File: src/hdl/lcdpsq_map.svh
/*
 * Constants for the panel power sequencer: frame-edge counts and timing figures.
 * Assumes it is included by the sequencer package and the design module.
 */
`ifndef LCDPSQ_MAP_SVH
`define LCDPSQ_MAP_SVH

// Falling frame-sync edges from shutdown release to image on.
`define LCDPSQ_ON_EDGES 4'hA
// Falling frame-sync edges from shutdown assert to display off.
`define LCDPSQ_OFF_EDGES 4'h2
// Longest time from shutdown release to internal power good, in ms.
`define LCDPSQ_PWR_MAX_MS 164
// Pixel clock rate in kHz.
`define LCDPSQ_CLK_KHZ 40000
// Cycles allowed for power to come up; longest time so round down.
`define LCDPSQ_PWR_CYC ((`LCDPSQ_PWR_MAX_MS * `LCDPSQ_CLK_KHZ))
// Cycles for the gate-high boost ramp after reset release.
`define LCDPSQ_BOOST_CYC 8'h10
// Width of one colour field and of one pixel word.
`define LCDPSQ_COLOR_W 6
`define LCDPSQ_PIXEL_W 18

`endif

File: src/hdl/lcdpsq_pkg.sv
/*
 * Types for the panel power sequencer.
 * Assumes the map header supplies the numeric constants.
 */
`include "lcdpsq_map.svh"

package lcdpsq_pkg;

    typedef enum logic [2:0] {
        LCDPSQ_OFF = 3'h0,
        LCDPSQ_PWRUP = 3'h1,
        LCDPSQ_WAITON = 3'h2,
        LCDPSQ_SHOW = 3'h3,
        LCDPSQ_WAITOFF = 3'h4
    } lcdpsq_state_e;

    typedef logic [`LCDPSQ_COLOR_W-1:0] lcdpsq_color_t;

endpackage

File: src/hdl/lcdpsq_sequencer.sv
/*
 * Panel-side shutdown and power sequencer with the pixel data capture stage.
 * Assumes every input is already in the pixel-clock domain and the host keeps
 * its own timing duties (shutdown spacing, reset width, clock running).
 */
`timescale 1ns/10ps
`default_nettype none
`include "lcdpsq_map.svh"

// How it works
// - While panel reset is low the gate-high rail is forced to the gate-low level.
// - After shutdown release the image starts at the tenth falling frame-sync edge.
// - Internal power comes up no later than 164 ms after shutdown release.
// - After shutdown assert the display turns off at the second falling frame-sync edge.
// - Each colour is a six-bit level, bit zero least significant, 64 steps.
// - A pixel is an 18-bit word of red, green and blue fields side by side.
// - Colour bits are active high.
module lcdpsq_sequencer
    import lcdpsq_pkg::*;
(
    input wire logic clock,
    input wire logic rst,
    input wire logic clkEn,
    input wire logic shutdownIn,
    input wire logic panel_reset_low,
    input wire logic frameSync,
    input wire logic [`LCDPSQ_COLOR_W-1:0] red_bits,
    input wire logic [`LCDPSQ_COLOR_W-1:0] green_bits,
    input wire logic [`LCDPSQ_COLOR_W-1:0] blue_bits,
    output logic displayOn_ff,
    output logic powerGood_ff,
    output logic gate_high_rail_ff,
    output logic [`LCDPSQ_PIXEL_W-1:0] pixelWord_ff
);

    localparam logic [31:0] PWR_CYC = 32'(`LCDPSQ_PWR_CYC);

    lcdpsq_state_e state_ff;
    logic shutPrev_ff;
    logic syncPrev_ff;
    logic [3:0] edgeCnt_ff;
    logic [31:0] pwrCnt_ff;
    logic [7:0] boostCnt_ff;
    logic syncFall;
    logic shutRise;
    logic shutFall;
    logic showNow;

    assign syncFall = syncPrev_ff && !frameSync;
    // A panel that was showing keeps its image through the two-frame shutdown
    // wait; one that was aborted before the image came up stays dark.
    assign showNow = (state_ff == LCDPSQ_SHOW) ||
        (state_ff == LCDPSQ_WAITOFF && displayOn_ff);
    assign shutRise = shutdownIn && !shutPrev_ff;
    assign shutFall = !shutdownIn && shutPrev_ff;

    // ****************************************
    // Edge history
    // ****************************************
    always_ff @(posedge clock) begin
        if (rst) begin
            shutPrev_ff <= 1'b1;
            syncPrev_ff <= 1'b0;
        end else if (clkEn) begin
            shutPrev_ff <= shutdownIn;
            syncPrev_ff <= frameSync;
        end
    end

    // ****************************************
    // Sequencing state machine
    // ****************************************
    // Shutdown is honoured in any state so a host that breaks the spacing
    // still ends with the display blanked rather than stuck on.
    always_ff @(posedge clock) begin
        if (rst) begin
            state_ff <= LCDPSQ_OFF;
            edgeCnt_ff <= 4'h0;
        end else if (clkEn) begin
            unique case (state_ff)
                LCDPSQ_OFF: begin
                    edgeCnt_ff <= 4'h0;
                    if (shutFall) begin
                        state_ff <= LCDPSQ_WAITON;
                    end
                end
                LCDPSQ_PWRUP, LCDPSQ_WAITON: begin
                    if (shutRise) begin
                        state_ff <= LCDPSQ_WAITOFF;
                        edgeCnt_ff <= 4'h0;
                    end else if (syncFall) begin
                        edgeCnt_ff <= edgeCnt_ff + 4'h1;
                        if (edgeCnt_ff + 4'h1 == `LCDPSQ_ON_EDGES) begin
                            state_ff <= LCDPSQ_SHOW;
                        end
                    end
                end
                LCDPSQ_SHOW: begin
                    edgeCnt_ff <= 4'h0;
                    if (shutRise) begin
                        state_ff <= LCDPSQ_WAITOFF;
                    end
                end
                LCDPSQ_WAITOFF: begin
                    if (shutFall) begin
                        state_ff <= LCDPSQ_WAITON;
                        edgeCnt_ff <= 4'h0;
                    end else if (syncFall) begin
                        edgeCnt_ff <= edgeCnt_ff + 4'h1;
                        if (edgeCnt_ff + 4'h1 == `LCDPSQ_OFF_EDGES) begin
                            state_ff <= LCDPSQ_OFF;
                        end
                    end
                end
                default: begin
                    state_ff <= LCDPSQ_OFF;
                end
            endcase
        end
    end

    always_ff @(posedge clock) begin
        if (rst) begin
            displayOn_ff <= 1'b0;
        end else if (clkEn) begin
            displayOn_ff <= showNow;
        end
    end

    // ****************************************
    // Internal power-good timer
    // ****************************************
    // Power is declared good within the allowed window: one frame edge
    // or the timer limit, whichever comes first.
    always_ff @(posedge clock) begin
        if (rst) begin
            pwrCnt_ff <= 32'h0;
            powerGood_ff <= 1'b0;
        end else if (clkEn) begin
            if (state_ff == LCDPSQ_OFF) begin
                pwrCnt_ff <= 32'h0;
                powerGood_ff <= 1'b0;
            end else if (!powerGood_ff) begin
                pwrCnt_ff <= pwrCnt_ff + 32'h1;
                if (syncFall || pwrCnt_ff + 32'h1 >= PWR_CYC) begin
                    powerGood_ff <= 1'b1;
                end
            end
        end
    end

    // ****************************************
    // Gate-high rail boost
    // ****************************************
    // The boost only advances on clock edges, so a stopped pixel clock stalls
    // the ramp instead of corrupting it.
    always_ff @(posedge clock) begin
        if (rst) begin
            boostCnt_ff <= 8'h00;
            gate_high_rail_ff <= 1'b0;
        end else if (clkEn) begin
            if (!panel_reset_low) begin
                boostCnt_ff <= 8'h00;
                gate_high_rail_ff <= 1'b0;
            end else if (boostCnt_ff != `LCDPSQ_BOOST_CYC) begin
                boostCnt_ff <= boostCnt_ff + 8'h01;
            end else begin
                gate_high_rail_ff <= 1'b1;
            end
        end
    end

    // ****************************************
    // Pixel capture
    // ****************************************
    // Blanked pixels read as gray level zero, which is black.
    always_ff @(posedge clock) begin
        if (rst) begin
            pixelWord_ff <= 18'h00000;
        end else if (clkEn) begin
            if (showNow) begin
                pixelWord_ff <= {blue_bits, green_bits, red_bits};
            end else begin
                pixelWord_ff <= 18'h00000;
            end
        end
    end

    // ****************************************
    // Checks
    // ****************************************
    property p_rail_low_in_reset;
        @(posedge clock) disable iff (rst)
        (clkEn && !panel_reset_low) |=> !gate_high_rail_ff;
    endproperty
    a_rail_low_in_reset: assert property (p_rail_low_in_reset)
        else $error("Gate rail high while panel reset low.");

    property p_show_after_ten;
        @(posedge clock) disable iff (rst)
        (clkEn && state_ff == LCDPSQ_WAITON && edgeCnt_ff == 4'h9 && syncFall && !shutRise)
            |=> state_ff == LCDPSQ_SHOW;
    endproperty
    a_show_after_ten: assert property (p_show_after_ten)
        else $error("Display did not start at tenth frame edge.");

    property p_no_early_show;
        @(posedge clock) disable iff (rst)
        (state_ff == LCDPSQ_WAITON && edgeCnt_ff < 4'h9) |=> state_ff != LCDPSQ_SHOW;
    endproperty
    a_no_early_show: assert property (p_no_early_show)
        else $error("Display started before tenth frame edge.");

    property p_off_after_two;
        @(posedge clock) disable iff (rst)
        (clkEn && state_ff == LCDPSQ_WAITOFF && edgeCnt_ff == 4'h1 && syncFall && !shutFall)
            |=> state_ff == LCDPSQ_OFF ##1 !displayOn_ff;
    endproperty
    a_off_after_two: assert property (p_off_after_two)
        else $error("Display not off at second frame edge.");

    property p_power_bound;
        @(posedge clock) disable iff (rst)
        (state_ff != LCDPSQ_OFF) |-> pwrCnt_ff <= PWR_CYC;
    endproperty
    a_power_bound: assert property (p_power_bound)
        else $error("Power-good timer exceeded its limit.");

    property p_pixel_order;
        @(posedge clock) disable iff (rst)
        (clkEn && state_ff == LCDPSQ_SHOW) |=>
            pixelWord_ff == {$past(blue_bits), $past(green_bits), $past(red_bits)};
    endproperty
    a_pixel_order: assert property (p_pixel_order)
        else $error("Pixel word fields out of order.");

    property p_blank_black;
        @(posedge clock) disable iff (rst)
        (clkEn && !showNow) |=> pixelWord_ff == 18'h00000;
    endproperty
    a_blank_black: assert property (p_blank_black)
        else $error("Blanked pixel not black.");

    property p_display_tracks_state;
        @(posedge clock) disable iff (rst)
        (clkEn && state_ff == LCDPSQ_OFF) |=> !displayOn_ff;
    endproperty
    a_display_tracks_state: assert property (p_display_tracks_state)
        else $error("Display on while sequencer is off.");

    property p_show_drives_display;
        @(posedge clock) disable iff (rst)
        (clkEn && state_ff == LCDPSQ_SHOW) |=> displayOn_ff;
    endproperty
    a_show_drives_display: assert property (p_show_drives_display)
        else $error("Display off while sequencer shows the image.");

endmodule // lcdpsq_sequencer

`default_nettype wire

File: config.mk
export PLATFORM = sky130hd
export DESIGN_NAME = lcdpsq_sequencer
export DESIGN_NICKNAME = d
export VERILOG_FILES = /design/src/hdl/lcdpsq_pkg.sv /design/src/hdl/lcdpsq_sequencer.sv
export VERILOG_INCLUDE_DIRS = /design/src /design/src/hdl
export SDC_FILE = /design/constraint.sdc
export NUM_CORES = 1
export LEC_CHECK = 0
export BUFFER_PORTS_ARGS = -buffer_cell sky130_fd_sc_hd__buf_2
export CORE_ASPECT_RATIO = 0.5
export CORE_UTILIZATION = 55
export DETAILED_ROUTE_END_ITERATION = 10
export GPL_TIMING_DRIVEN = 1
export PLACE_DENSITY = 0.85
export SKIP_LAST_GASP = 1
export SYNTH_ARGS = -nofsm -noshare
export SYNTH_HDL_FRONTEND = slang
export SYNTH_SLANG_ARGS = --single-unit
File: constraint.sdc
create_clock -name clock -period 5.6 [get_ports clock]
set_clock_uncertainty 0.15 [all_clocks]
set_input_delay 0.84 -clock clock [delete_from_list [all_inputs] [get_ports clock]]
set_output_delay 0.84 -clock clock [all_outputs]
set_load 0.05 [all_outputs]
* Yosys cells after proc, flatten, opt, wreduce, memory -nomap -nowiden *
Index checks and enable logic that the tools add are counted.

word-level totals
  flip-flop bits (word level) = 70
  output and inout port bits = 21
  logic and storage cells = 71

operators by class
  muxes and demuxes = 23
  eq/ne operators = 16
  $add $sub $neg = 3
  magnitude comparators = 1
  reduce and logical (&&, ||, !) cells = 18

operator list
  cell                     number
  $mux W32                 2
  $add A32 B1 Y32 const B  1
  $ge A32 B23 Y1 const B   1
  $mux W3                  8
  $mux W18                 1
  $mux W8                  2
  $mux W4                  3
  $pmux W3 S4              1
  $pmux W4 S3              1
  $ne A3 B3 Y1 const B     3
  $add A8 B1 Y8 const B    1
  $ne A8 B5 Y1 const B     1
  $reduce_and A2 Y1        4
  $reduce_and A7 Y1        1
  $eq A3 B2 Y1 const B     2
  $ne A2 B2 Y1 const B     3
  $mux W1                  5
  $add A4 B1 Y4 const B    1
  $eq A4 B2 Y1 const B     1
  $eq A4 B4 Y1 const B     1
  $logic_and A1 B1 Y1      4
  $ne A2 B1 Y1 const B     2
  $reduce_or A2 Y1         2
  $eq A3 B1 Y1 const B     1
  other kinds (6)          9

* Depth between registers and ports, before layout *
  depth in word-level cells = 6
  mapped depth = 9

* Worst setup path after synthesis *
No wires, ideal clock.

  path type = input -> register
  start point = input clkEn
  end point = register pwrCnt_ff[31]
  setup time = 91 ps
  required time = 5,359 ps
  data arrival time = 2,161 ps
  stages = 6
  path buffers = 2
  slack = 3,199 ps
  path through = clkbuf_1 > clkinv_1 > nor3_1 > buf_2 > a41oi_1 > a311oi_1

on the way
  cells in the longest elaborated chain, start to end = 1

RTL lines
  item                                RTL line                 text
  from (decl)                         lcdpsq_sequencer.sv:23   input wire logic clkEn,
  $reduce_and A2 Y1 (no source line)  -
  to (signal assigned)                lcdpsq_sequencer.sv:144  pwrCnt_ff <= pwrCnt_ff + 32'h1;
  to (decl)                           lcdpsq_sequencer.sv:42   logic [31:0] pwrCnt_ff;

Every way passes these cells.
A chain may end at the register's enable or synchronous reset.

==> results.txt <==
Worst EP arrival - 3.22 ns
Post-route ant nets - 0
Share of the synthesized area in the top cell type - 0.366
Hold WS - 0.342 ns
Vias per cell - 6.14
Crit path top cell by count - nor2_1
CP Class - primary input to flip-flop
Register-to-Register Path Depth - 6
Core ar. - 6700 um2
FF-to-FF setup slack - 3.04 ns
Fin Setup TNS - 0 ns
Synth area leader - dfxtp_1
Fill count - 568
DP Worst Slack - 2.20 ns
Max-cap violations - 0
Sequential power share - 0.439
Initial antenna violation count - 0
Post-cts sizing count - 0
Power Dens Cells - 266 nW/um2
First-pass GRT wire length - 14200 um
Fmax - 0.322 GHz
Detailed placement HPWL - 5620 um
Clock root cell - clkbuf_16
Worst Hold Class - flip-flop to flip-flop
Seq/Total Area, Yosys - 0.366
Crit path launch type - primary input
Post-route design area - 4330 um2
Leak - 1.58 nW
Register area - 1400 um2
DR WL/cell - 14.8 um
Die X - 120 um
Maximum clock insertion buffer count - 2
Inst Count DP - 584
Largest cells by area after synthesis - dfxtp_1, nor2_1, a21oi_1
Die footprint - 7320 um2
Total net switching power - 0.278 mW
Synthesized flop and latch total - 70
R2R Path Start - pwrCnt_ff[7]
Final #Nets - 532
CTS clk-pin slew, worst paths - 0.06 ns
Clk sink count - 70
Cts hold-fix bufs - 0
Synth warn - 0
Outcome - completed
Maximum vdd drop - 0.220 mV
DRT iter0 DRCs - 316
Post-CTS setup repair buffer count - 0
Worst Tran Pin Value - 1.18 ns
Hold_sp - gate_high_rail_ff
Design internal power - 0.875 mW
Multi-input logic area - 2230 um2
Reg2reg end - powerGood_ff
Io pins - 45
Clk pwr share - 0.496
Worst Hold Depth - 2
Diode count - 0
Vias - 3682
Net Sw Frac - 0.241
Crit path cell chain - buf_2, clkinv_1, nor2_1, a22oi_1, nor2_1
Later-pin clock latency in the skew report - 0.33 ns
Mean post-synth cell area - 7.95 um2
Post-synth EDFFs - 0
Non-Filler Instances - 600
Total CTS buffers - 9
Endpoint class of the critical path - flip-flop
GP Congestion - 0.859
Ys flop type - dfxtp_1
Mapped Area - 3830 um2
Layout area overhead - 13.0%
GRT Overall Usage - 0.243
Slew Limit Fails - 0
Initial core utilization - 0.572
Final count of hold timing violations - 0
Total grt overflow - 0
Tmin final - 3.10 ns
Async S/R FF share, synth - 0
Kind of cell adding the most delay to the critical path - simple AND/OR/NAND/NOR gates
DRT Wirelength - 8870 um
Net Count, Synth - 511
Critical path data required time - 5.71 ns
H-tree depth reported by CTS - 3
WHS Endpoint - gate_high_rail_ff
Port Buffers - 44
PnR worst setup slack - 2.50 ns
Worst stage delay on the critical path - 1.14 ns
Die Y - 61.0 um
Commonest non-fill, non-tap cell in the layout - nor2_1
Initial DRT Pass Iterations - 4
Layout cell share with drive strength beyond 1 - 0.144
Finish-stage setup viols - 0
Pin count of the biggest net entering global routing - 63
Period Utilization, post-route - 0.554
Bufs and invs on worst path - 2
Post-route DRC violation count - 0
Crit path max fanout - 26
Cells after Synth - 482
Num rows - 21
Netlist cell types - 59
Vias in the first global route - 3055
Crit-path slowest cell - nor2_1
Most frequent cells in the layout - nor2_1, dfxtp_1, buf_2, a21oi_1, nand2_1
Worst slew margin - 0.212
Comb pwr share - 0.065
RSZ-0062 raised after global routing - no
Dpl cell area - 4030 um2
TritonCTS clock tree - built
==> metal layers <==
| layer | vias up | track usage | share of wire |
|---|---|---|---|
| li1 | 1830 | - | - |
| met1 | 1710 | 0.334 | 0.47 |
| met2 | 132 | 0.386 | 0.45 |
| met3 | 10 | 0.0639 | 0.064 |
| met4 | 0 | 0.0661 | 0.0096 |
| met5 | - | 0 | 0 |
==> worst max path at each step <==
stage	from	end	slack, ns	cells past startpoint
floorplan	clkEn	pwrCnt_ff[31]	3.20	6
global placement	clkEn	pixelWord_ff[14]	2.26	5
detailed placement	clkEn	pixelWord_ff[4]	2.20	5
CTS	clkEn	pixelWord_ff[4]	2.53	5
global route	clkEn	pixelWord_ff[2]	2.19	5
finish	clkEn	pixelWord_ff[4]	2.50	5
==> flip-flops by register name, summed over array words and instances, names as in the netlist <==
register / flops
boostCnt_ff: 8
displayOn_ff: 1
edgeCnt_ff: 4
gate_high_rail_ff: 1
pixelWord_ff: 18
powerGood_ff: 1
pwrCnt_ff: 32
shutPrev_ff: 1
state_ff: 3
syncPrev_ff: 1
==> worst min-delay path, cell delays in order (launching register included) <==
cell and delay (ns):
dfxtp_1 0.34, a21oi_1 0.05, nor2_1 0.07
==> power groups by stage <==
stage | Sequential (mW) | Combinational (mW) | Clock [mW]
2_1_floorplan | 0.516 | 0.0542 | 0
3_3_place_gp | 0.517 | 0.0726 | 0
3_5_place_dp | 0.517 | 0.0741 | 0
4_1_cts | 0.506 | 0.0746 | 0.574
5_1_grt | 0.507 | 0.0836 | 0.598
6_report | 0.506 | 0.0752 | 0.571
==> cell families (layout without fill, tap and decap cells) <==
kind of cell | after synthesis | in the layout | share of synthesized area
simple gates | 195 | 195 | 0.267
mux | 7 | 7 | 0.0186
fa+ha+maj | 5 | 5 | 0.0163
flops | 70 | 70 | 0.366
buf+inv | 48 | 74 | 0.0536
xor+xnor | 15 | 15 | 0.0343
compound gates | 142 | 142 | 0.244
==> stage by stage <==
stage	total power, mW	util
global route	1.19	0.646
floorplan	0.570	-
detailed placement	0.591	0.601
global placement	0.590	0.601
finish	1.15	0.646
CTS	1.15	0.646
==> synthesized netlist by cell type (5+ instances only) <==
library cell,instances
buf_2,8
a41oi_1,5
nand2_1,27
and3_1,12
a22oi_1,22
and4_1,7
o21ai_0,22
nand2b_1,5
a311oi_1,13
nand4_1,14
ha_1,5
o211ai_1,5
clkbuf_1,26
a21oi_1,39
nand3_1,18
nor2_1,71
dfxtp_1,70
xnor2_1,6
or3_1,6
mux2i_1,6
xor2_1,9
inv_1,10
a211oi_1,6
a31oi_1,7
nor3_1,11
==> layout make-up <==
type,count,area share
Clock buffer,10,0.0529
Tap cell,92,0.0266
Timing Repair Buffer,47,0.0561
Inverter,11,0.00953
Clock inverter,6,0.0165
Sequential cell,70,0.324
Multi-Input combinational cell,364,0.515
(Power assumes the default switching activity.)
